File: src/core/ivt_pkg.sv
// Shared constants, types and helpers for the interrupt vector and trap logic.
package ivt_pkg;
   // Peripheral sources, in table order; trap numbers below follow the same order.
   localparam int NumSrc = 27;
   localparam int NumTrap = 8;
   localparam int SrcIdxW = 5;
   localparam int TrapIdxW = 3;
   typedef logic [6:0] tnum_type;
   typedef logic [8:0] vec_type;
   localparam tnum_type SrcTrapNum [NumSrc] = '{
      7'h44, 7'h45, 7'h46, 7'h20, 7'h21, 7'h3D, 7'h3E, 7'h22, 7'h23, 7'h24,
      7'h25, 7'h26, 7'h27, 7'h28, 7'h29, 7'h2A, 7'h47, 7'h2B, 7'h2C, 7'h2D,
      7'h2E, 7'h2F, 7'h3F, 7'h40, 7'h41, 7'h42, 7'h43};
   localparam int Capcom31Idx = 2;
   // Traps: non-maskable, stack overflow, stack underflow, then five class B causes.
   localparam tnum_type TrapTrapNum [NumTrap] = '{
      7'h02, 7'h04, 7'h06, 7'h0A, 7'h0A, 7'h0A, 7'h0A, 7'h0A};
   // Control register field positions and reset value.
   localparam int IrBit = 7;
   localparam int IeBit = 6;
   localparam int IlvlLo = 2;
   localparam int GlvlLo = 0;
   localparam logic [7:0] CtrlResetVal = 8'h00;
   localparam logic [7:0] TfrResetVal = 8'h00;
   localparam logic [3:0] MaxLevel = 4'hF;
   // Register map, byte addresses.
   localparam int AdrW = 12;
   localparam logic [AdrW-1:0] CtrlBase = 12'h000;
   localparam logic [AdrW-1:0] TfrOff = 12'h100;
   localparam logic [AdrW-1:0] StatOff = 12'h104;
   typedef enum logic [1:0] {
      StIdle = 2'b01,
      StOffer = 2'b10
   } state_type;

   // A vector location is four times the trap number.
   function automatic vec_type vecOf(input tnum_type tn);
      return {tn, 2'b00};
   endfunction : vecOf

   // Traps are indexed in priority order; the class B group shares the lowest rank.
   function automatic logic [1:0] trapRank(input logic [TrapIdxW-1:0] idx);
      return (idx < 3'h3) ? 2'(3 - int'(idx)) : 2'h0;
   endfunction : trapRank
endpackage : ivt_pkg

File: src/core/arb_if.sv
// Carrier between the control registers and the priority arbiter.
`timescale 1ns/100ps
interface arb_if;
   logic [ivt_pkg::NumSrc-1:0][7:0] ctrl;
   logic [3:0] cpuLevel;
   logic block;
   logic found;
   logic [ivt_pkg::SrcIdxW-1:0] winIdx;
   modport regs (output ctrl, output cpuLevel, output block, input found, input winIdx);
   modport arb (input ctrl, input cpuLevel, input block, output found, output winIdx);
endinterface : arb_if

File: src/core/interrupt_vector_and_trap_logic.sv
// Interrupt source vectoring, trap flag register and hardware trap dispatch.
//
// Behaviour
// - A trap is offered at once, unmasked, at its own vector; the five class B causes share vector 028h.
// - Each trap sets its own bit in the trap flag register.
// - A trap preempts anything except a trap service of equal or higher priority in progress.
// - During trap service no ordinary request is offered.
// - Capture/compare channel 31 has request and enable flags; vector 0118h, trap 46h.
// - Control bits 7 to 0 hold flags and levels; upper byte reads zero.
// - Servicing a trap forces the CPU priority level to 15.
//
// Added by the designer: register access over Wishbone and the address map.
`timescale 1ns/100ps
module interrupt_vector_and_trap_logic (
   input wire logic core_clk, // System clock.
   input wire logic rst, // Asynchronous reset, active high.
   input wire logic ce, // Clock enable; all state holds while low.
   input wire logic cyc_i, // Wishbone cycle.
   input wire logic stb_i, // Wishbone strobe.
   input wire logic we_i, // Wishbone write enable.
   input wire logic [ivt_pkg::AdrW-1:0] adr_i, // Wishbone byte address.
   input wire logic [31:0] dat_i, // Wishbone write data.
   input wire logic [3:0] sel_i, // Wishbone byte selects.
   output logic [31:0] dat_o, // Wishbone read data.
   output logic ack_o, // Wishbone acknowledge.
   input wire logic [ivt_pkg::NumSrc-1:0] srcEvent, // Peripheral request pulses.
   input wire logic [ivt_pkg::NumTrap-1:0] trapEvent, // Hardware trap condition pulses.
   input wire logic [3:0] cpuLevel, // Current CPU priority level.
   input wire logic intAck, // CPU takes the offered request.
   input wire logic trapDone, // CPU leaves the trap service.
   output logic intReq, // Request offered to the CPU.
   output logic [8:0] intVector, // Vector location of the offer.
   output logic [6:0] intTrapNum, // Trap number of the offer.
   output logic intIsTrap, // Offer is a hardware trap.
   output logic [3:0] intLevel, // Priority level the CPU loads on entry.
   output logic trapActive // A hardware trap service is running.
);
   typedef struct packed {
      logic [ivt_pkg::NumSrc-1:0][7:0] ctrl;
      logic [7:0] trap_flag_register;
      logic [7:0] pend;
      logic trapAct;
      logic [1:0] actRank;
      ivt_pkg::state_type st;
      logic offTrap;
      logic [ivt_pkg::SrcIdxW-1:0] offSrc;
      logic [ivt_pkg::TrapIdxW-1:0] offTrapIdx;
      logic [8:0] vec;
      logic [6:0] tnum;
      logic [3:0] lvl;
      logic ack;
      logic [31:0] rdat;
   } state_struct_type;

   // Which register a bus address falls on.
   typedef enum logic [1:0] {
      SelNone = 2'h0,
      SelCtrl = 2'h1,
      SelTfr = 2'h2,
      SelStat = 2'h3
   } reg_sel_type;

   state_struct_type s_r;
   state_struct_type s_nxt;
   logic [ivt_pkg::TrapIdxW-1:0] bestTrap;
   logic anyTrap;
   logic trapWins;
   logic wbReq;
   logic [9:0] wordIdx;
   logic [ivt_pkg::AdrW-1:0] ctrlOff;
   reg_sel_type regHit;

   arb_if arbBus ();

   source_arbiter arbiter (
      .port(arbBus.arb)
   );

   assign arbBus.ctrl = s_r.ctrl;
   assign arbBus.cpuLevel = cpuLevel;
   assign arbBus.block = s_r.trapAct;

   ////////////////////////////////////////////////////////////////////////////////////////

   // Pending traps are indexed in priority order, so the lowest set bit wins.
   function automatic logic [ivt_pkg::TrapIdxW:0] firstTrap(input logic [7:0] p);
      logic [ivt_pkg::TrapIdxW:0] r;
      r = '0;
      for (int i = ivt_pkg::NumTrap - 1; i >= 0; i--) begin
         if (p[i]) begin
            r = {1'b1, ivt_pkg::TrapIdxW'(i)};
         end
      end
      return r;
   endfunction : firstTrap

   // One decode serves the read and the write path, so the two can never disagree.
   function automatic reg_sel_type regSel(input logic [ivt_pkg::AdrW-1:0] a);
      logic [ivt_pkg::AdrW-1:0] rel;
      reg_sel_type r;
      rel = a - ivt_pkg::CtrlBase;
      r = SelNone;
      if (rel[ivt_pkg::AdrW-1:2] < 10'(ivt_pkg::NumSrc)) begin
         r = SelCtrl;
      end else if (a == ivt_pkg::TfrOff) begin
         r = SelTfr;
      end else if (a == ivt_pkg::StatOff) begin
         r = SelStat;
      end
      return r;
   endfunction : regSel

   // Priority level field of a control byte.
   function automatic logic [3:0] ctrlLevel(input logic [7:0] c);
      return c[ivt_pkg::IlvlLo +: 4];
   endfunction : ctrlLevel

   assign {anyTrap, bestTrap} = firstTrap(s_r.pend);
   assign trapWins = anyTrap &&
      (!s_r.trapAct || ivt_pkg::trapRank(bestTrap) > s_r.actRank);
   assign wbReq = cyc_i && stb_i && !s_r.ack;
   assign ctrlOff = adr_i - ivt_pkg::CtrlBase;
   assign wordIdx = ctrlOff[ivt_pkg::AdrW-1:2];
   assign regHit = regSel(adr_i);

   ////////////////////////////////////////////////////////////////////////////////////////

   always_comb begin
      s_nxt = s_r;
      s_nxt.ack = wbReq;
      s_nxt.rdat = 32'h0000_0000;
      // Register reads; the upper bits of every register read as zero.
      if (wbReq && !we_i) begin
         case (regHit)
            SelCtrl: begin
               s_nxt.rdat = {24'h00_0000, s_r.ctrl[5'(wordIdx)]};
            end
            SelTfr: begin
               s_nxt.rdat = {24'h00_0000, s_r.trap_flag_register};
            end
            SelStat: begin
               s_nxt.rdat = {16'h0000, 3'h0, s_r.trapAct, 2'h0, s_r.actRank, s_r.pend};
            end
            default: begin
               s_nxt.rdat = 32'h0000_0000;
            end
         endcase
      end
      // Register writes; only the low byte lane lands, the rest is discarded.
      if (wbReq && we_i && sel_i[0]) begin
         case (regHit)
            SelCtrl: begin
               s_nxt.ctrl[5'(wordIdx)] = dat_i[7:0];
            end
            SelTfr: begin
               // Writing zero clears a trap flag; writing one leaves it.
               s_nxt.trap_flag_register = s_r.trap_flag_register & dat_i[7:0];
            end
            default: begin
               // Status and unmapped addresses take no write.
            end
         endcase
      end
      if (trapDone) begin
         s_nxt.trapAct = 1'b0;
      end
      case (s_r.st)
         ivt_pkg::StIdle: begin
            if (trapWins) begin
               s_nxt.st = ivt_pkg::StOffer;
               s_nxt.offTrap = 1'b1;
               s_nxt.offTrapIdx = bestTrap;
               s_nxt.tnum = ivt_pkg::TrapTrapNum[bestTrap];
               s_nxt.vec = ivt_pkg::vecOf(ivt_pkg::TrapTrapNum[bestTrap]);
               s_nxt.lvl = ivt_pkg::MaxLevel;
            end else if (arbBus.found && !s_r.trapAct) begin
               s_nxt.st = ivt_pkg::StOffer;
               s_nxt.offTrap = 1'b0;
               s_nxt.offSrc = arbBus.winIdx;
               s_nxt.tnum = ivt_pkg::SrcTrapNum[arbBus.winIdx];
               s_nxt.vec = ivt_pkg::vecOf(ivt_pkg::SrcTrapNum[arbBus.winIdx]);
               s_nxt.lvl = ctrlLevel(s_r.ctrl[arbBus.winIdx]);
            end
         end
         ivt_pkg::StOffer: begin
            if (intAck) begin
               s_nxt.st = ivt_pkg::StIdle;
               if (s_r.offTrap) begin
                  s_nxt.pend[s_r.offTrapIdx] = 1'b0;
                  s_nxt.trapAct = 1'b1;
                  s_nxt.actRank = ivt_pkg::trapRank(s_r.offTrapIdx);
               end else begin
                  s_nxt.ctrl[s_r.offSrc][ivt_pkg::IrBit] = 1'b0;
               end
            end else if (!s_r.offTrap &&
                         (anyTrap || s_r.trapAct || !arbBus.found ||
                          arbBus.winIdx != s_r.offSrc)) begin
               // A pending trap or a changed winner withdraws an ordinary offer.
               s_nxt.st = ivt_pkg::StIdle;
            end
         end
         default: begin
            s_nxt.st = ivt_pkg::StIdle;
         end
      endcase
      // Hardware sets come last so that they win over any clear in the same cycle.
      for (int i = 0; i < ivt_pkg::NumSrc; i++) begin
         if (srcEvent[i]) begin
            s_nxt.ctrl[i][ivt_pkg::IrBit] = 1'b1;
         end
      end
      s_nxt.trap_flag_register = s_nxt.trap_flag_register | trapEvent;
      s_nxt.pend = s_nxt.pend | trapEvent;
   end

   ////////////////////////////////////////////////////////////////////////////////////////

   always_ff @(posedge core_clk or posedge rst) begin
      if (rst) begin
         s_r <= '0;
         s_r.ctrl <= {ivt_pkg::NumSrc{ivt_pkg::CtrlResetVal}};
         s_r.trap_flag_register <= ivt_pkg::TfrResetVal;
         s_r.st <= ivt_pkg::StIdle;
      end else if (ce) begin
         s_r <= s_nxt;
      end
   end

   assign dat_o = s_r.rdat;
   assign ack_o = s_r.ack;
   assign intReq = (s_r.st == ivt_pkg::StOffer);
   assign intVector = s_r.vec;
   assign intTrapNum = s_r.tnum;
   assign intIsTrap = s_r.offTrap;
   assign intLevel = s_r.lvl;
   assign trapActive = s_r.trapAct;
endmodule : interrupt_vector_and_trap_logic

File: src/core/source_arbiter.sv
// Combinational priority arbiter over the enabled, pending peripheral sources.
`timescale 1ns/100ps
module source_arbiter (
   arb_if.arb port // Control registers in, winner out.
);
   logic [5:0] bestKey;
   logic [5:0] key;

   always_comb begin
      bestKey = 6'h00;
      key = 6'h00;
      port.found = 1'b0;
      port.winIdx = '0;
      for (int i = 0; i < ivt_pkg::NumSrc; i++) begin
         key = port.ctrl[i][5:0];
         // Only a set request with its enable set, above the current CPU level, competes.
         if (!port.block && port.ctrl[i][ivt_pkg::IrBit] && port.ctrl[i][ivt_pkg::IeBit] &&
             key[5:2] > port.cpuLevel && (!port.found || key > bestKey)) begin
            port.found = 1'b1;
            port.winIdx = ivt_pkg::SrcIdxW'(i);
            bestKey = key;
         end
      end
   end
endmodule : source_arbiter

File: config.mk
export PLATFORM = sky130hd
export DESIGN_NAME = interrupt_vector_and_trap_logic
export DESIGN_NICKNAME = d
export VERILOG_FILES = /design/src/core/ivt_pkg.sv /design/src/core/arb_if.sv /design/src/core/interrupt_vector_and_trap_logic.sv /design/src/core/source_arbiter.sv
export SDC_FILE = /design/constraint.sdc
export NUM_CORES = 1
export LEC_CHECK = 0
export ABC_CLOCK_PERIOD_IN_PS = 68000
export BUFFER_PORTS_ARGS = -buffer_cell sky130_fd_sc_hd__buf_2
export CAP_MARGIN = 20
export CELL_PAD_IN_SITES_DETAIL_PLACEMENT = 1
export CELL_PAD_IN_SITES_GLOBAL_PLACEMENT = 1
export CORE_UTILIZATION = 50
export CTS_CLUSTER_DIAMETER = 40
export DETAILED_ROUTE_END_ITERATION = 16
export PLACE_DENSITY_LB_ADDON = 0.05
export SYNTH_ARGS = -nofsm -noshare
export SYNTH_HDL_FRONTEND = slang
export SYNTH_SLANG_ARGS = --single-unit
File: constraint.sdc
create_clock -name core_clk -period 68 [get_ports core_clk]
set_input_delay 3.4 -clock core_clk [delete_from_list [all_inputs] [get_ports core_clk]]
set_output_delay 3.4 -clock core_clk [all_outputs]
set_load 0.02 [all_outputs]
; ---- After elaboration in Yosys (flattened, before gate mapping)
; Memories as Yosys holds them, arrays and structs flattened.
; Index checks and enable logic that the tools add are counted.
[op_classes]
n_mux = 153
n_bitwise = 10
add_sub_neg = 2
reduce_logical = 185
magnitude_cmp = 66
n_eq_ne = 10
[ops]
columns = op, n
row1 = $mux 216, 4
row2 = $mux 224, 1
row3 = $and 216x216->216, 1
row4 = $bwmux 216, 1
row5 = $not 216->216, 1
row6 = $mux 6, 27
row7 = $gt 6x6->1, 26
row8 = $logic_and 1x1->1, 118
row9 = $gt 4x4->1, 27
row10 = $bmux 8 s5, 2
row11 = $demux 8 s5, 2
row12 = $mux 4, 16
row13 = $mux 1, 57
row14 = $mux 5, 11
row15 = $mux 20, 2
row16 = $mux 8, 5
row17 = $pmux 13 s3, 1
row18 = $mux 11, 3
row19 = $logic_not 1->1, 31
row20 = $logic_or 1x1->1, 30
row21 = $mux 7, 4
row22 = $eq 12x9->1 const B, 2
row23 = $lt 5x6->1 const B, 3
row24 = $mux 2, 9
row25 = other kinds (27), 42
[word_totals]
memories = 2
word_cells = 468
output_inout_bits = 56
regBits = 299
rom_bits = 280
inputBits = 95
[mem_list]
columns = name, words, word_bits, rd, rd_ports_with_merged_regs, write_ports, line
row1 = (name not given), 32, 7, 1, 0, 0, interrupt_vector_and_trap_logic.sv:181  ; s_nxt.vec = ivt_pkg::vecOf(ivt_pkg::SrcTrapNum[arbBus.winIdx]);
row2 = (name not given), 8, 7, 1, 0, 0, interrupt_vector_and_trap_logic.sv:174  ; s_nxt.vec = ivt_pkg::vecOf(ivt_pkg::TrapTrapNum[bestTrap]);

; ---- Depth between registers and ports, before layout
; Gate-level depths: netlist (run 1).
[logic_depth]
ltp_word = 116
ltp_mapped = 280
mapped_depth_nobuf = 266

; ---- Cells and area by module
; A second synthesis (run 1) with hierarchy kept.
[unflattened]
cells_unflattened = 2835
area_unflattened_um2 = 26018.7
[modules_own_cells]
columns = module, n_inst, area_per_inst_um2, seq_area_each_um2, cells_each
row1 = interrupt_vector_and_trap_logic, 1, 14863.0, 6732.7, 1246
row2 = source_arbiter, 1, 11155.7, 0.0, 1589

; ---- Worst setup path after synthesis (run 1)
; OpenSTA, ideal clock, no wires.
[synth_timing]
path_type = input to register
startpoint = input cpuLevel[3]
endpoint = register s_r, in the netlist intTrapNum[5]
slack_ns = 19.222
path_stages = 252
required_time_ns = 67.879
t_arrival_ns = 48.657
path_buffers = 16
cell_sequence = inv_1 -> ha_1 -> nand4_1 -> nand4b_1 -> a21oi_2 -> clkbuf_1 -> nand2_1 -> ha_1 -> and4_1 -> o21ai_1 -> a32o_1 -> a21oi_2 -> mux2_2 -> ha_1 -> and3_1 -> a221oi_1 -> o22ai_1 -> a221o_1 -> [216 not listed] -> o21a_1 -> ha_1 -> a21o_1 -> a21oi_1 -> o21ai_0 -> o21ai_0 -> nor2b_1 -> or2_2 -> nand2_1 -> a21o_1 -> inv_2 -> clkbuf_1 -> ha_1 -> inv_1 -> o21ai_0 -> a211oi_1 -> a21o_1 -> a22o_1
[synth_between]
elab_chain_len = 113
elab_cells_between_ends = 246
[synth_rtl]
columns = item, line
row1 = from (decl), interrupt_vector_and_trap_logic.sv:28  ; input wire logic [3:0] cpuLevel,
row2 = $gt 4x4->1, source_arbiter.sv:18  ; key[5:2] > port.cpuLevel && (!port.found || key > bestKey)) begin
row3 = $logic_and 1x1->1, source_arbiter.sv:17  ; if (!port.block && port.ctrl[i][ivt_pkg::IrBit] && port.ctrl[i][ivt_pkg::IeBit] &&
row4 = $mux 6 or $mux 1 (tied branches), source_arbiter.sv:17
row5 = $gt 6x6->1 or $logic_not 1->1 (tied branches), source_arbiter.sv:18
row6 = $logic_or 1x1->1, source_arbiter.sv:18
row7 = $logic_and 1x1->1, source_arbiter.sv:18
row8 = $mux 6 or $mux 1 (tied branches), source_arbiter.sv:17
row9 = $gt 6x6->1 or $logic_not 1->1 (tied branches), source_arbiter.sv:18
row10 = [97 not listed], n/a
row11 = $logic_and 1x1->1, source_arbiter.sv:18
row12 = $mux 5 (*), source_arbiter.sv:17
row13 = "named net arbBus.winIdx, one bit", arb_if.sv:8  ; logic [ivt_pkg::SrcIdxW-1:0] winIdx;
row14 = $not 5->6 (implied by the code) (*), interrupt_vector_and_trap_logic.sv:180  ; s_nxt.tnum = ivt_pkg::SrcTrapNum[arbBus.winIdx];
row15 = $mem_v2 32x7 (*), n/a
row16 = $mux 7 (*) (2 in series), n/a
row17 = $mux 20 (*), interrupt_vector_and_trap_logic.sv:176  ; end else if (arbBus.found && !s_r.trapAct) begin
row18 = $mux 20 (*), interrupt_vector_and_trap_logic.sv:169  ; if (trapWins) begin
row19 = to (signal assigned), interrupt_vector_and_trap_logic.sv:225  ; s_r <= s_nxt;
row20 = to (decl), interrupt_vector_and_trap_logic.sv:63  ; state_struct_type s_r;
; Mark *: on every way through the listed nets, which the timed path passes. The rest lies on a longest branch. The select of a mux whose other input is x is not followed.
; A chain may end at the register's enable or synchronous reset.

; ---- Worst setup path after layout (run 1)
[layout_timing]
startpoint = input cpuLevel[1]
endpoint = register s_r, in the netlist intLevel[1]
[layout_between]
elab_chain_len = 111
elab_cells_between_ends = 244
[layout_rtl]
columns = item, line
row1 = $gt 4x4->1, source_arbiter.sv:18
row2 = $logic_and 1x1->1, source_arbiter.sv:17
row3 = $mux 6 or $mux 1 (tied branches), source_arbiter.sv:17
row4 = $gt 6x6->1 or $logic_not 1->1 (tied branches), source_arbiter.sv:18
row5 = $logic_or 1x1->1, source_arbiter.sv:18
row6 = $logic_and 1x1->1, source_arbiter.sv:18
row7 = $mux 6 or $mux 1 (tied branches), source_arbiter.sv:17
row8 = $gt 6x6->1 or $logic_not 1->1 (tied branches), source_arbiter.sv:18
row9 = [95 not listed], n/a
row10 = $gt 6x6->1 or $logic_not 1->1 (tied branches), source_arbiter.sv:18
row11 = $logic_or 1x1->1, source_arbiter.sv:18
row12 = $logic_and 1x1->1, source_arbiter.sv:18
row13 = $mux 5, source_arbiter.sv:17
row14 = $bmux 8 s5, interrupt_vector_and_trap_logic.sv:182  ; s_nxt.lvl = ctrlLevel(s_r.ctrl[arbBus.winIdx]);
row15 = $mux 6 (implied by the code), interrupt_vector_and_trap_logic.sv:182
row16 = $mux 20, interrupt_vector_and_trap_logic.sv:176
row17 = $mux 20, interrupt_vector_and_trap_logic.sv:169
; Parallel ways exist; a longest one is shown, timed or not. The select of a mux whose other input is x is not followed.

==> summary.txt, run 1 <==
Timing
  • Hold slack: 0.502 ns
  • Setup violations, final: 0
  • Worst setup margin: 8.05 ns
  • Achievable Freq: 16.7 MHz
  • Fin. Hold Viols: 0
  • Min cycle time layout: 59.95 ns
  • RSZ-0062 raised after global routing: false
  • Final clock skew: 0.0267 ns
  • Worst-margin pin slew: 1.23 ns
  • Slew Viols, Final: 0
  • Slew margin rel.: 17.8%
  • Crit share post-route: 88.2%
  • Total Neg Setup Slack: 0 ns

Routing
  • Drt first pass iters: 5
  • Post-route ant nets: 0
  • WL per Instance: 28.6 µm
  • Post-route DRC: 0
  • Total wire length: 105 mm
  • Vias/cell: 6.79
  • DR iter-0 viols: 2154
  • Vias: 24.9k

Final layout
  • Commonest non-fill, non-tap cell in the layout: nand2_1
  • Fin nets: 3272
  • Layout cell share with drive strength beyond 1: 18.3%
  • Fillers: 5886
  • Fin area: 28400 µm²
  • Cell Count, Final, Fillers Out: 3660
  • Area Overhead vs Synth: 10.5%
  • Most frequent cells in the layout: nand2_1 (273), dfrtp_1 (268), nor2_1 (257)

Clock tree
  • Clk sinks: 269
  • Skew-Pair Late Insertion Delay: 0.62 ns
  • CTS Hold Buffers Added: 0
  • Clk slew on worst S/H paths: 0.05 ns
  • CTS tree: done
  • Number of buffers created by CTS: 56
  • H-tree depth: 2
  • Clock root cell: clkbuf_16
  • Post_cts resized: 0
  • CTS Buffer Depth: 3
  • Post CTS Setup Buffer Count: 0

Place
  • Placed cell count: 3554
  • Placement Cell Area: 26400 µm²
  • Pre-CTS WS: 8.69 ns
  • GP Congestion: 0.977
  • Post-DP HPWL: 78.1 mm
  • Count of input and output buffers: 100

Setup path
  • Crit-path slowest cell: a2111oi_0
  • Critical Path RT: 68.44 ns
  • Startpoint types: primary input
  • Worst path arrival time: 60.39 ns
  • Crit-path max cell delay: 0.94 ns
  • Kind of critical path: in2reg
  • Most used cell along the critical path: ha_1
  • R2r setup slk: 10.92 ns
  • Reg2reg path depth: 240
  • Crit Path Max Fanout: 29
  • Crit end category: flop

Hold path
  • Worst hold path depth: 1
  • HP Class: reg2reg

Synth
  • Yosys warnings: 0
  • Cells after Synth: 2916
  • Seq cells post-synth: 269
  • Asr flop ratio synth: 100%
  • Synth area leaders: dfrtp_1 (26%), ha_1 (11%), mux2_2 (8.0%)
  • Number of flops mapped to enable cells by yosys: 0
  • Post-synthesis sequential area ratio: 26.2%
  • Cell variety after synth: 124
  • Synth Area per Inst: 8.81 µm²
  • Yosys top cell by area: dfrtp_1
  • Area of the mapped netlist: 25700 µm²
  • Top cell type's share of synthesized area: 26.1%
  • Most used DFF post-synth: dfrtp_1

Global routing
  • Largest net degree at the start of global routing: 98
  • Remaining Overflow, GRT: 0
  • Global-route wire length before repair: 159 mm
  • Initial antenna violation count: 3
  • Total Routing Usage GR: 39.8%
  • Vias in the first global route: 25.7k

Floorplanning
  • Row count: 82
  • Area of the core: 50400 µm²
  • Initial core utilization: 51.0%
  • Die Span Y: 229 µm
  • I/O Pins: 151
  • DIE WIDTH: 229 µm
  • Die area: 52300 µm²

Outcome
  • Status: finished, final reports clean

Job
  • Max-cap viol count: 0

Power and ir drop
  • Leakage power: 12.7 nW
  • Pwr dens: 17.9 nW/µm²
  • Max VDD drop: 0.0184 mV
==> logic make-up (layout without fill, tap and decap cells) <==
logic type | Yosys count | after routing | share of synthesized area [%]
compound gates | 778 | 778 | 21.3
mux | 336 | 336 | 16.4
fa+ha+maj | 241 | 241 | 11.7
simple gates | 896 | 896 | 17.0
other cells | 1 | 24 | 0.0146
xor+xnor | 35 | 35 | 1.19
flops | 269 | 269 | 26.2
buf+inv | 360 | 409 | 6.27
==> layer usage <==
| layer | share of wire [%] | up-vias | routed length [µm] | track usage (%) |
|---|---|---|---|---|
| li1 | - | 10840 | - | - |
| met1 | 43 | 12665 | 45200 | 53.6 |
| met2 | 44 | 1085 | 46200 | 61.3 |
| met3 | 7.9 | 275 | 8300 | 7.92 |
| met4 | 4.8 | 2 | 5070 | 18.9 |
| met5 | 0.011 | - | 12 | 0 |
==> worst paths after layout <==
path                                   from                         end
worst max-delay path            cpuLevel[1]                 intLevel[1]
worst min-delay path               dat_o[4]                    dat_o[4]
worst max register to register         flop                 intLevel[1]
worst min register to register     dat_o[4]                    dat_o[4]
max in group asynchronous               rst  asynchronous set/reset pin
min in group asynchronous               rst  asynchronous set/reset pin
==> stage by stage <==
stage          utilization (%)  total power [mW]
2_1_floorplan                -             0.202
3_3_place_gp              52.4             0.217
3_5_place_dp              52.4             0.219
4_1_cts                   56.3             0.508
5_1_grt                   56.3             0.521
6_report                  56.3             0.509
==> area by class of cell <==
cell class              instances  area [µm²]  area share, %
multi-input cells            2309       17400           61.4
flip-flops and latches        269        6730           23.7
clock buffers                  74        1610           5.68
well taps                     672         841           2.96
repair buffers                127         708           2.49
inverters                     179         679           2.39
clock inverters                29         370           1.30
diodes                          1        2.50        0.00882
==> report_power, final <==
part	internal, mW	switching, mW	total (mW)
clock	0.192	0.0980	0.290
sequential	0.164	0.00342	0.167
combinational	0.0155	0.0359	0.0514
total	0.371	0.137	0.509
==> Yosys cell counts, types with 11 or more instances <==
cell       count
nor4_1        13
o21ai_0      173
inv_1        176
o31ai_1       14
xnor2_1       32
a221oi_1      20
nand4b_1      19
o2bb2ai_1     11
buf_4         56
or2_2         15
nor2b_1       49
a21oi_1      167
mux2_2       182
clkbuf_1      89
o211ai_1      36
dfrtp_1      268
nand2_1      273
or3_1         14
mux2i_1      101
a211oi_1      25
nand4_1       48
nand2b_1      26
nor3_1        40
nor2_1       257
a31oi_1       21
and2_1        17
ha_1         235
o21ai_1       18
o22ai_1       16
a21o_1        36
nand3_1       48
o21a_1        51
mux4_2        48
and3_1        22
buf_1         22
o2111ai_1     13
==> worst max-delay path, delay by kind of cell <==
family                   cells  cell delay, ns
buffers and inverters       19            2.92
AO/OA/AOI/OAI              117           27.77
multiplexers                13            4.27
adder cells (fa/ha/maj)     32            9.61
AND/OR/NAND/NOR             61           12.26
(Power assumes the default switching activity.)
==> run 2: changes to the inputs <==
--- a/config.mk
+++ b/config.mk
@@ -14,6 +14,7 @@
 export CTS_CLUSTER_DIAMETER = 40
 export DETAILED_ROUTE_END_ITERATION = 16
 export PLACE_DENSITY_LB_ADDON = 0.05
+export RECOVER_POWER = 100
 export SYNTH_ARGS = -nofsm -noshare
 export SYNTH_HDL_FRONTEND = slang
 export SYNTH_SLANG_ARGS = --single-unit
==> summary.txt, run 2 (synthesized netlist as in run 1, its figures left out) <==
Final layout
  • Most frequent cells in the layout: nand2_1 (273), dfrtp_1 (268), nor2_1 (257)
  • Layout cell share with drive strength beyond 1: 16.7% (-1.6 points)
  • Fin nets: 3272 (unchanged)
  • Multi-input gate area: 17400 µm² (about the same)
  • FF+latch area: 6730 µm² (unchanged)
  • Commonest non-fill, non-tap cell in the layout: nand2_1
  • Fillers: 5896 (+0.17%)
  • Post-layout util: 56.2% (-0.18 points)
  • Area Overhead vs Synth: 10.2%

Timing
  • Slew Viols, Final: 409 (+409)
  • Slew margin rel.: -218% (-240 points)
  • Worst-margin pin slew: 4.74 ns (+3.51 ns)
  • Final clock skew: 0.0244 ns (-0.00238 ns)
  • Min cycle time layout: 61.89 ns (+1.94 ns)
  • Fin. Hold Viols: 0 (unchanged)
  • Achievable Freq: 16.2 MHz (-3.1%)
  • RSZ-0062 raised after global routing: false
  • Crit share post-route: 91.0% (+2.9 points)
  • Total Neg Setup Slack: 0 ns (unchanged)
  • Setup violations, final: 0 (unchanged)

Global routing
  • Total Routing Usage GR: 39.8% (unchanged)
  • Vias in the first global route: 25.7k (unchanged)
  • Remaining Overflow, GRT: 0 (unchanged)
  • Global-route wire length before repair: 159 mm (unchanged)
  • Largest net degree at the start of global routing: 98 (unchanged)
  • Initial antenna violation count: 3 (unchanged)

Floorplanning
  • Die area: 52300 µm² (unchanged)
  • I/O Pins: 151 (unchanged)
  • Area of the core: 50400 µm² (unchanged)
  • Row count: 82 (unchanged)
  • Die Span Y: 229 µm (unchanged)
  • DIE WIDTH: 229 µm (unchanged)
  • Initial core utilization: 51.0% (unchanged)

Outcome
  • Status: complete, but fails checks
  • Failing checks: max-capacitance violations, max-slew violations

Setup path
  • Crit end category: flop
  • Worst path arrival time: 62.34 ns (+1.95 ns)
  • Crit-path max cell delay: 1.99 ns (+1.05 ns)
  • Crit Path Max Fanout: 21 (-28%)
  • Most used cell along the critical path: ha_1
  • Kind of critical path: in2reg
  • Critical Path RT: 68.46 ns (+0.02 ns)
  • Startpoint types: primary input
  • Crit-path slowest cell: a21oi_1
  • Worst setup path start: cpuLevel[1]
  • R2r setup slk: 9.00 ns (-1.92 ns)

Routing
  • Vias/cell: 6.77 (-0.41%)
  • Total wire length: 105 mm (about the same)
  • Vias: 24.8k (-0.41%)
  • DR iter-0 viols: 2274 (+5.6%)
  • WL per Instance: 28.7 µm (about the same)
  • Post-route DRC: 0 (unchanged)
  • Drt first pass iters: 5 (unchanged)
  • Post-route ant nets: 0 (unchanged)

Clock tree
  • CTS Buffer Depth: 3 (unchanged)
  • Post CTS Setup Buffer Count: 0 (unchanged)
  • Clk sinks: 269 (unchanged)
  • Clock root cell: clkbuf_16
  • Skew-Pair Late Insertion Delay: 0.61 ns (about the same)
  • CTS tree: done
  • H-tree depth: 2 (unchanged)
  • CTS Hold Buffers Added: 0 (unchanged)
  • Number of buffers created by CTS: 56 (unchanged)
  • Clk slew on worst S/H paths: 0.05 ns (about the same)
  • Post_cts resized: 0 (unchanged)

Power and ir drop
  • Leakage power: 12.5 nW (-1.2%)
  • Pwr dens: 17.9 nW/µm² (about the same)
  • Max VDD drop: 0.0184 mV (-0.24%)

Place
  • Post-DP HPWL: 78.1 mm (unchanged)
  • GP Congestion: 0.977 (unchanged)
  • Count of input and output buffers: 100 (unchanged)

Hold path
  • HP Class: reg2reg
  • Hold Startpoint: dat_o[4]

Job
  • Max-cap viol count: 8 (+8)
[run 2: cell count changes in the layout (fill, tap and decap cells not counted), moves of 2 or more]
cell,before,now
a21oi_1,167,169
buf_2,99,66
buf_4,26,19
clkbuf_1,6,46
mux2_1,3,5
mux2_2,182,180
or2_0,0,2
or2_2,15,13
[run 2: final cells by class]
| type | count | share of cell area, % |
|---|---|---|
| diodes | 1 | 0.00884 |
| well taps | 672 | 2.97 |
| flip-flops and latches | 269 | 23.8 |
| inverters | 179 | 2.38 |
| clock inverters | 29 | 1.31 |
| multi-input cells | 2309 | 61.6 |
| repair buffers | 127 | 2.26 |
| clock buffers | 74 | 5.70 |
[run 2: critical path, delay by kind of cell]
family / cells / cell delay, ns
compound gates: 115 / 29.07
fa+ha+maj: 32 / 9.72
simple gates: 63 / 12.69
mux: 11 / 3.81
buf+inv: 20 / 3.49
[run 2: path summary, 6_finish.rpt]
kind | to | cells after the start
setup reg to reg | intLevel[2] | 239
hold / removal | dat_o[4] | 1
max in group asynchronous | asynchronous set/reset pin | 4
min in group asynchronous | asynchronous set/reset pin | 2
hold reg to reg | dat_o[4] | 1
setup / recovery | intLevel[2] | 241
[run 2: where the power goes]
part           switching (mW)  internal [mW]
combinational          0.0360         0.0147
sequential            0.00344          0.164
clock                  0.0973          0.192
[run 2: routing by layer]
metal  vias up  wire, µm  GRT usage [%]
met4         2      5130           18.9
met5         -        12              0
met1     12628     45400           53.6
li1      10846         -              -
met2      1018     46200           61.3
met3       272      8140           7.92
[run 2: stage by stage]
stage / worst slack, ns / std cells / instance area (µm²) / hold WS, ns / power, mW
2_1_floorplan: 19.22 / 2938 / 25800 / 0.456 / 0.202
3_3_place_gp: 10.36 / 3554 / 26400 / 0.475 / 0.217
3_5_place_dp: 8.69 / 3554 / 26400 / 0.478 / 0.219
4_1_cts: 8.85 / 3657 / 28400 / 0.492 / 0.508
5_1_grt: 2.34 / 3660 / 28300 / 0.522 / 0.520
6_report: 6.11 / 3660 / 28300 / 0.503 / 0.507
==> run 3: changes to the inputs <==
--- a/config.mk
+++ b/config.mk
@@ -13,7 +13,7 @@
 export CORE_UTILIZATION = 50
 export CTS_CLUSTER_DIAMETER = 40
 export DETAILED_ROUTE_END_ITERATION = 16
-export PLACE_DENSITY_LB_ADDON = 0.05
+export PLACE_DENSITY_LB_ADDON = 0.1
 export RECOVER_POWER = 100
 export SYNTH_ARGS = -nofsm -noshare
 export SYNTH_HDL_FRONTEND = slang
==> summary.txt, run 3 (synthesized netlist as in run 1, its figures left out) <==
Outcome
  • Status: complete, but fails checks
  • Failing checks: max-capacitance violations, max-slew violations

Setup path
  • R2r setup slk: 8.32 ns (-0.68 ns)
  • CP bufs+invs: 21 (+5.0%)
  • Startpoint types: primary input
  • Critical Path RT: 68.46 ns (about the same)
  • Crit-path max cell delay: 1.93 ns (-0.06 ns)
  • Reg2reg path depth: 242 (+1.3%)
  • Most used cell along the critical path: ha_1
  • Crit end category: flop
  • Crit path max-delay family: compound AO/OA/AOI/OAI gates
  • Worst path arrival time: 62.51 ns (+0.17 ns)
  • FF-to-FF End: intLevel[2]
  • Kind of critical path: in2reg
  • Crit-path slowest cell: a21oi_1
  • Crit Path Max Fanout: 21 (unchanged)

Final layout
  • Fillers: 5806 (-1.5%)
  • Multi-input gate area: 17400 µm² (about the same)
  • Layout cell share with drive strength beyond 1: 16.8% (+0.044 points)
  • Area Overhead vs Synth: 10.9%
  • Commonest non-fill, non-tap cell in the layout: nand2_1
  • Cell Count, Final, Fillers Out: 3670 (+0.27%)
  • FF+latch area: 6730 µm² (unchanged)
  • Most frequent cells in the layout: nand2_1 (273), dfrtp_1 (268), nor2_1 (257)
  • Fin nets: 3270 (-0.061%)

Place
  • Pre-CTS WS: 8.85 ns (+0.164 ns)
  • Count of input and output buffers: 100 (unchanged)
  • GP Congestion: 0.987 (+1.1%)
  • Placed cell count: 3550 (-0.11%)
  • Post-DP HPWL: 78.1 mm (about the same)

Floorplanning
  • Die Span Y: 229 µm (unchanged)
  • I/O Pins: 151 (unchanged)
  • Die area: 52300 µm² (unchanged)
  • Initial core utilization: 51.0% (unchanged)
  • DIE WIDTH: 229 µm (unchanged)
  • Row count: 82 (unchanged)
  • Area of the core: 50400 µm² (unchanged)

Routing
  • Total wire length: 107 mm (+2.0%)
  • WL met3: 8.95 mm (+10%)
  • DR iter-0 viols: 2442 (+7.4%)
  • M1 wire length: 44.9 mm (-1.1%)
  • Vias: 25.1k (+1.4%)
  • Met2 WL: 47.6 mm (+3.2%)
  • Post-route DRC: 0 (unchanged)
  • WL per Instance: 29.1 µm (+1.7%)
  • Post-route ant nets: 0 (unchanged)
  • DR top layer: met5
  • Vias/cell: 6.84 (+1.1%)
  • Drt first pass iters: 6 (+1)

Timing
  • Fin. Hold Viols: 0 (unchanged)
  • Min cycle time layout: 62.05 ns (+0.160 ns)
  • Worst-margin pin slew: 8.02 ns (+3.28 ns)
  • Total Neg Setup Slack: 0 ns (unchanged)
  • Crit share post-route: 91.2% (+0.24 points)
  • Slew margin rel.: -435% (-220 points)
  • Worst setup margin: 5.95 ns (-0.160 ns)
  • Setup violations, final: 0 (unchanged)
  • Slew Viols, Final: 428 (+4.6%)
  • Achievable Freq: 16.1 MHz (-0.26%)
  • Hold slack: 0.485 ns (-0.0176 ns)
  • RSZ-0062 raised after global routing: false
  • Final clock skew: 0.0206 ns (-0.00375 ns)

Hold path
  • Hold Startpoint: dat_o[8]
  • HP Class: reg2reg
  • Worst hold path depth: 1 (unchanged)
  • Hold path endpoint: dat_o[8]

Clock tree
  • Post CTS Setup Buffer Count: 0 (unchanged)
  • Post_cts resized: 0 (unchanged)
  • CTS tree: done
  • Clock root cell: clkbuf_16
  • Clk sinks: 269 (unchanged)
  • CTS Hold Buffers Added: 0 (unchanged)
  • Number of buffers created by CTS: 59 (+5.4%)
  • CTS Buffer Depth: 3 (unchanged)
  • H-tree depth: 2 (unchanged)
  • Clk slew on worst S/H paths: 0.05 ns (about the same)
  • Skew-Pair Late Insertion Delay: 0.63 ns (+0.02 ns)

Power and ir drop
  • Leakage power: 12.6 nW (+0.35%)
  • Pwr dens: 18.9 nW/µm² (+5.2%)
  • Power, Total: 538 µW (+5.9%)
  • Max VDD drop: 0.0177 mV (-3.9%)

Global routing
  • Initial antenna violation count: 6 (+3)
  • Largest net degree at the start of global routing: 144 (+47%)
  • Global-route wire length before repair: 162 mm (+1.5%)
  • Remaining Overflow, GRT: 0 (unchanged)
  • Total Routing Usage GR: 40.4% (+0.60 points)
  • Vias in the first global route: 25.8k (+0.30%)

Job
  • Max-cap viol count: 7 (-1)
[run 3: changes by cell type in the layout (fill, tap and decap cells not counted), moves of 2 or more]
cell,previous run,this run
diode_2,1,7
bufinv_16,7,12
clkinv_4,4,9
buf_4,19,15
clkbuf_8,10,7
clkinv_2,9,6
clkbuf_1,46,48
clkbuf_16,58,60
mux2_1,5,7
mux2_2,180,178
[run 3: how the worst max path moves through the flow]
| stage | cells after the start | slack [ns] | start | to |
|---|---|---|---|---|
| 6_report | 243 | 5.95 | cpuLevel[1] | intLevel[2] |
| 5_1_grt | 245 | 2.24 | cpuLevel[1] | intLevel[2] |
| 4_1_cts | 240 | 9.03 | cpuLevel[1] | intLevel[2] |
| 3_5_place_dp | 239 | 8.85 | cpuLevel[1] | intLevel[2] |
| 3_3_place_gp | 241 | 10.87 | cpuLevel[1] | intTrapNum[3] |
| 2_1_floorplan | 252 | 19.22 | cpuLevel[3] | intTrapNum[5] |
[run 3: layout make-up]
cell class              count  area share (%)
inverters                 179            2.36
well taps                 672            2.95
diodes                      7          0.0615
multi-input cells        2309            61.2
clock inverters            36            1.92
repair buffers            122            2.13
clock buffers              76            5.73
flip-flops and latches    269            23.6
[run 3: per-layer routing]
metal,up-vias,global-route usage [%]
met5,-,0
met1,12737,53.9
met2,1209,62.8
met4,2,20.2
met3,311,7.35
li1,10848,-
[run 3: metrics by stage]
step	utilization (%)	instance area, µm²
final	56.5	28500
after global placement	52.4	26400
after global routing	56.5	28500
after detailed placement	52.4	26400
after floorplan	-	25800
after CTS	56.7	28600
[run 3: report_power, final]
group | internal, mW | switching [mW] | total (mW)
combinational | 0.0143 | 0.0362 | 0.0506
clock | 0.215 | 0.104 | 0.319
sequential | 0.164 | 0.00442 | 0.168
total | 0.393 | 0.145 | 0.538
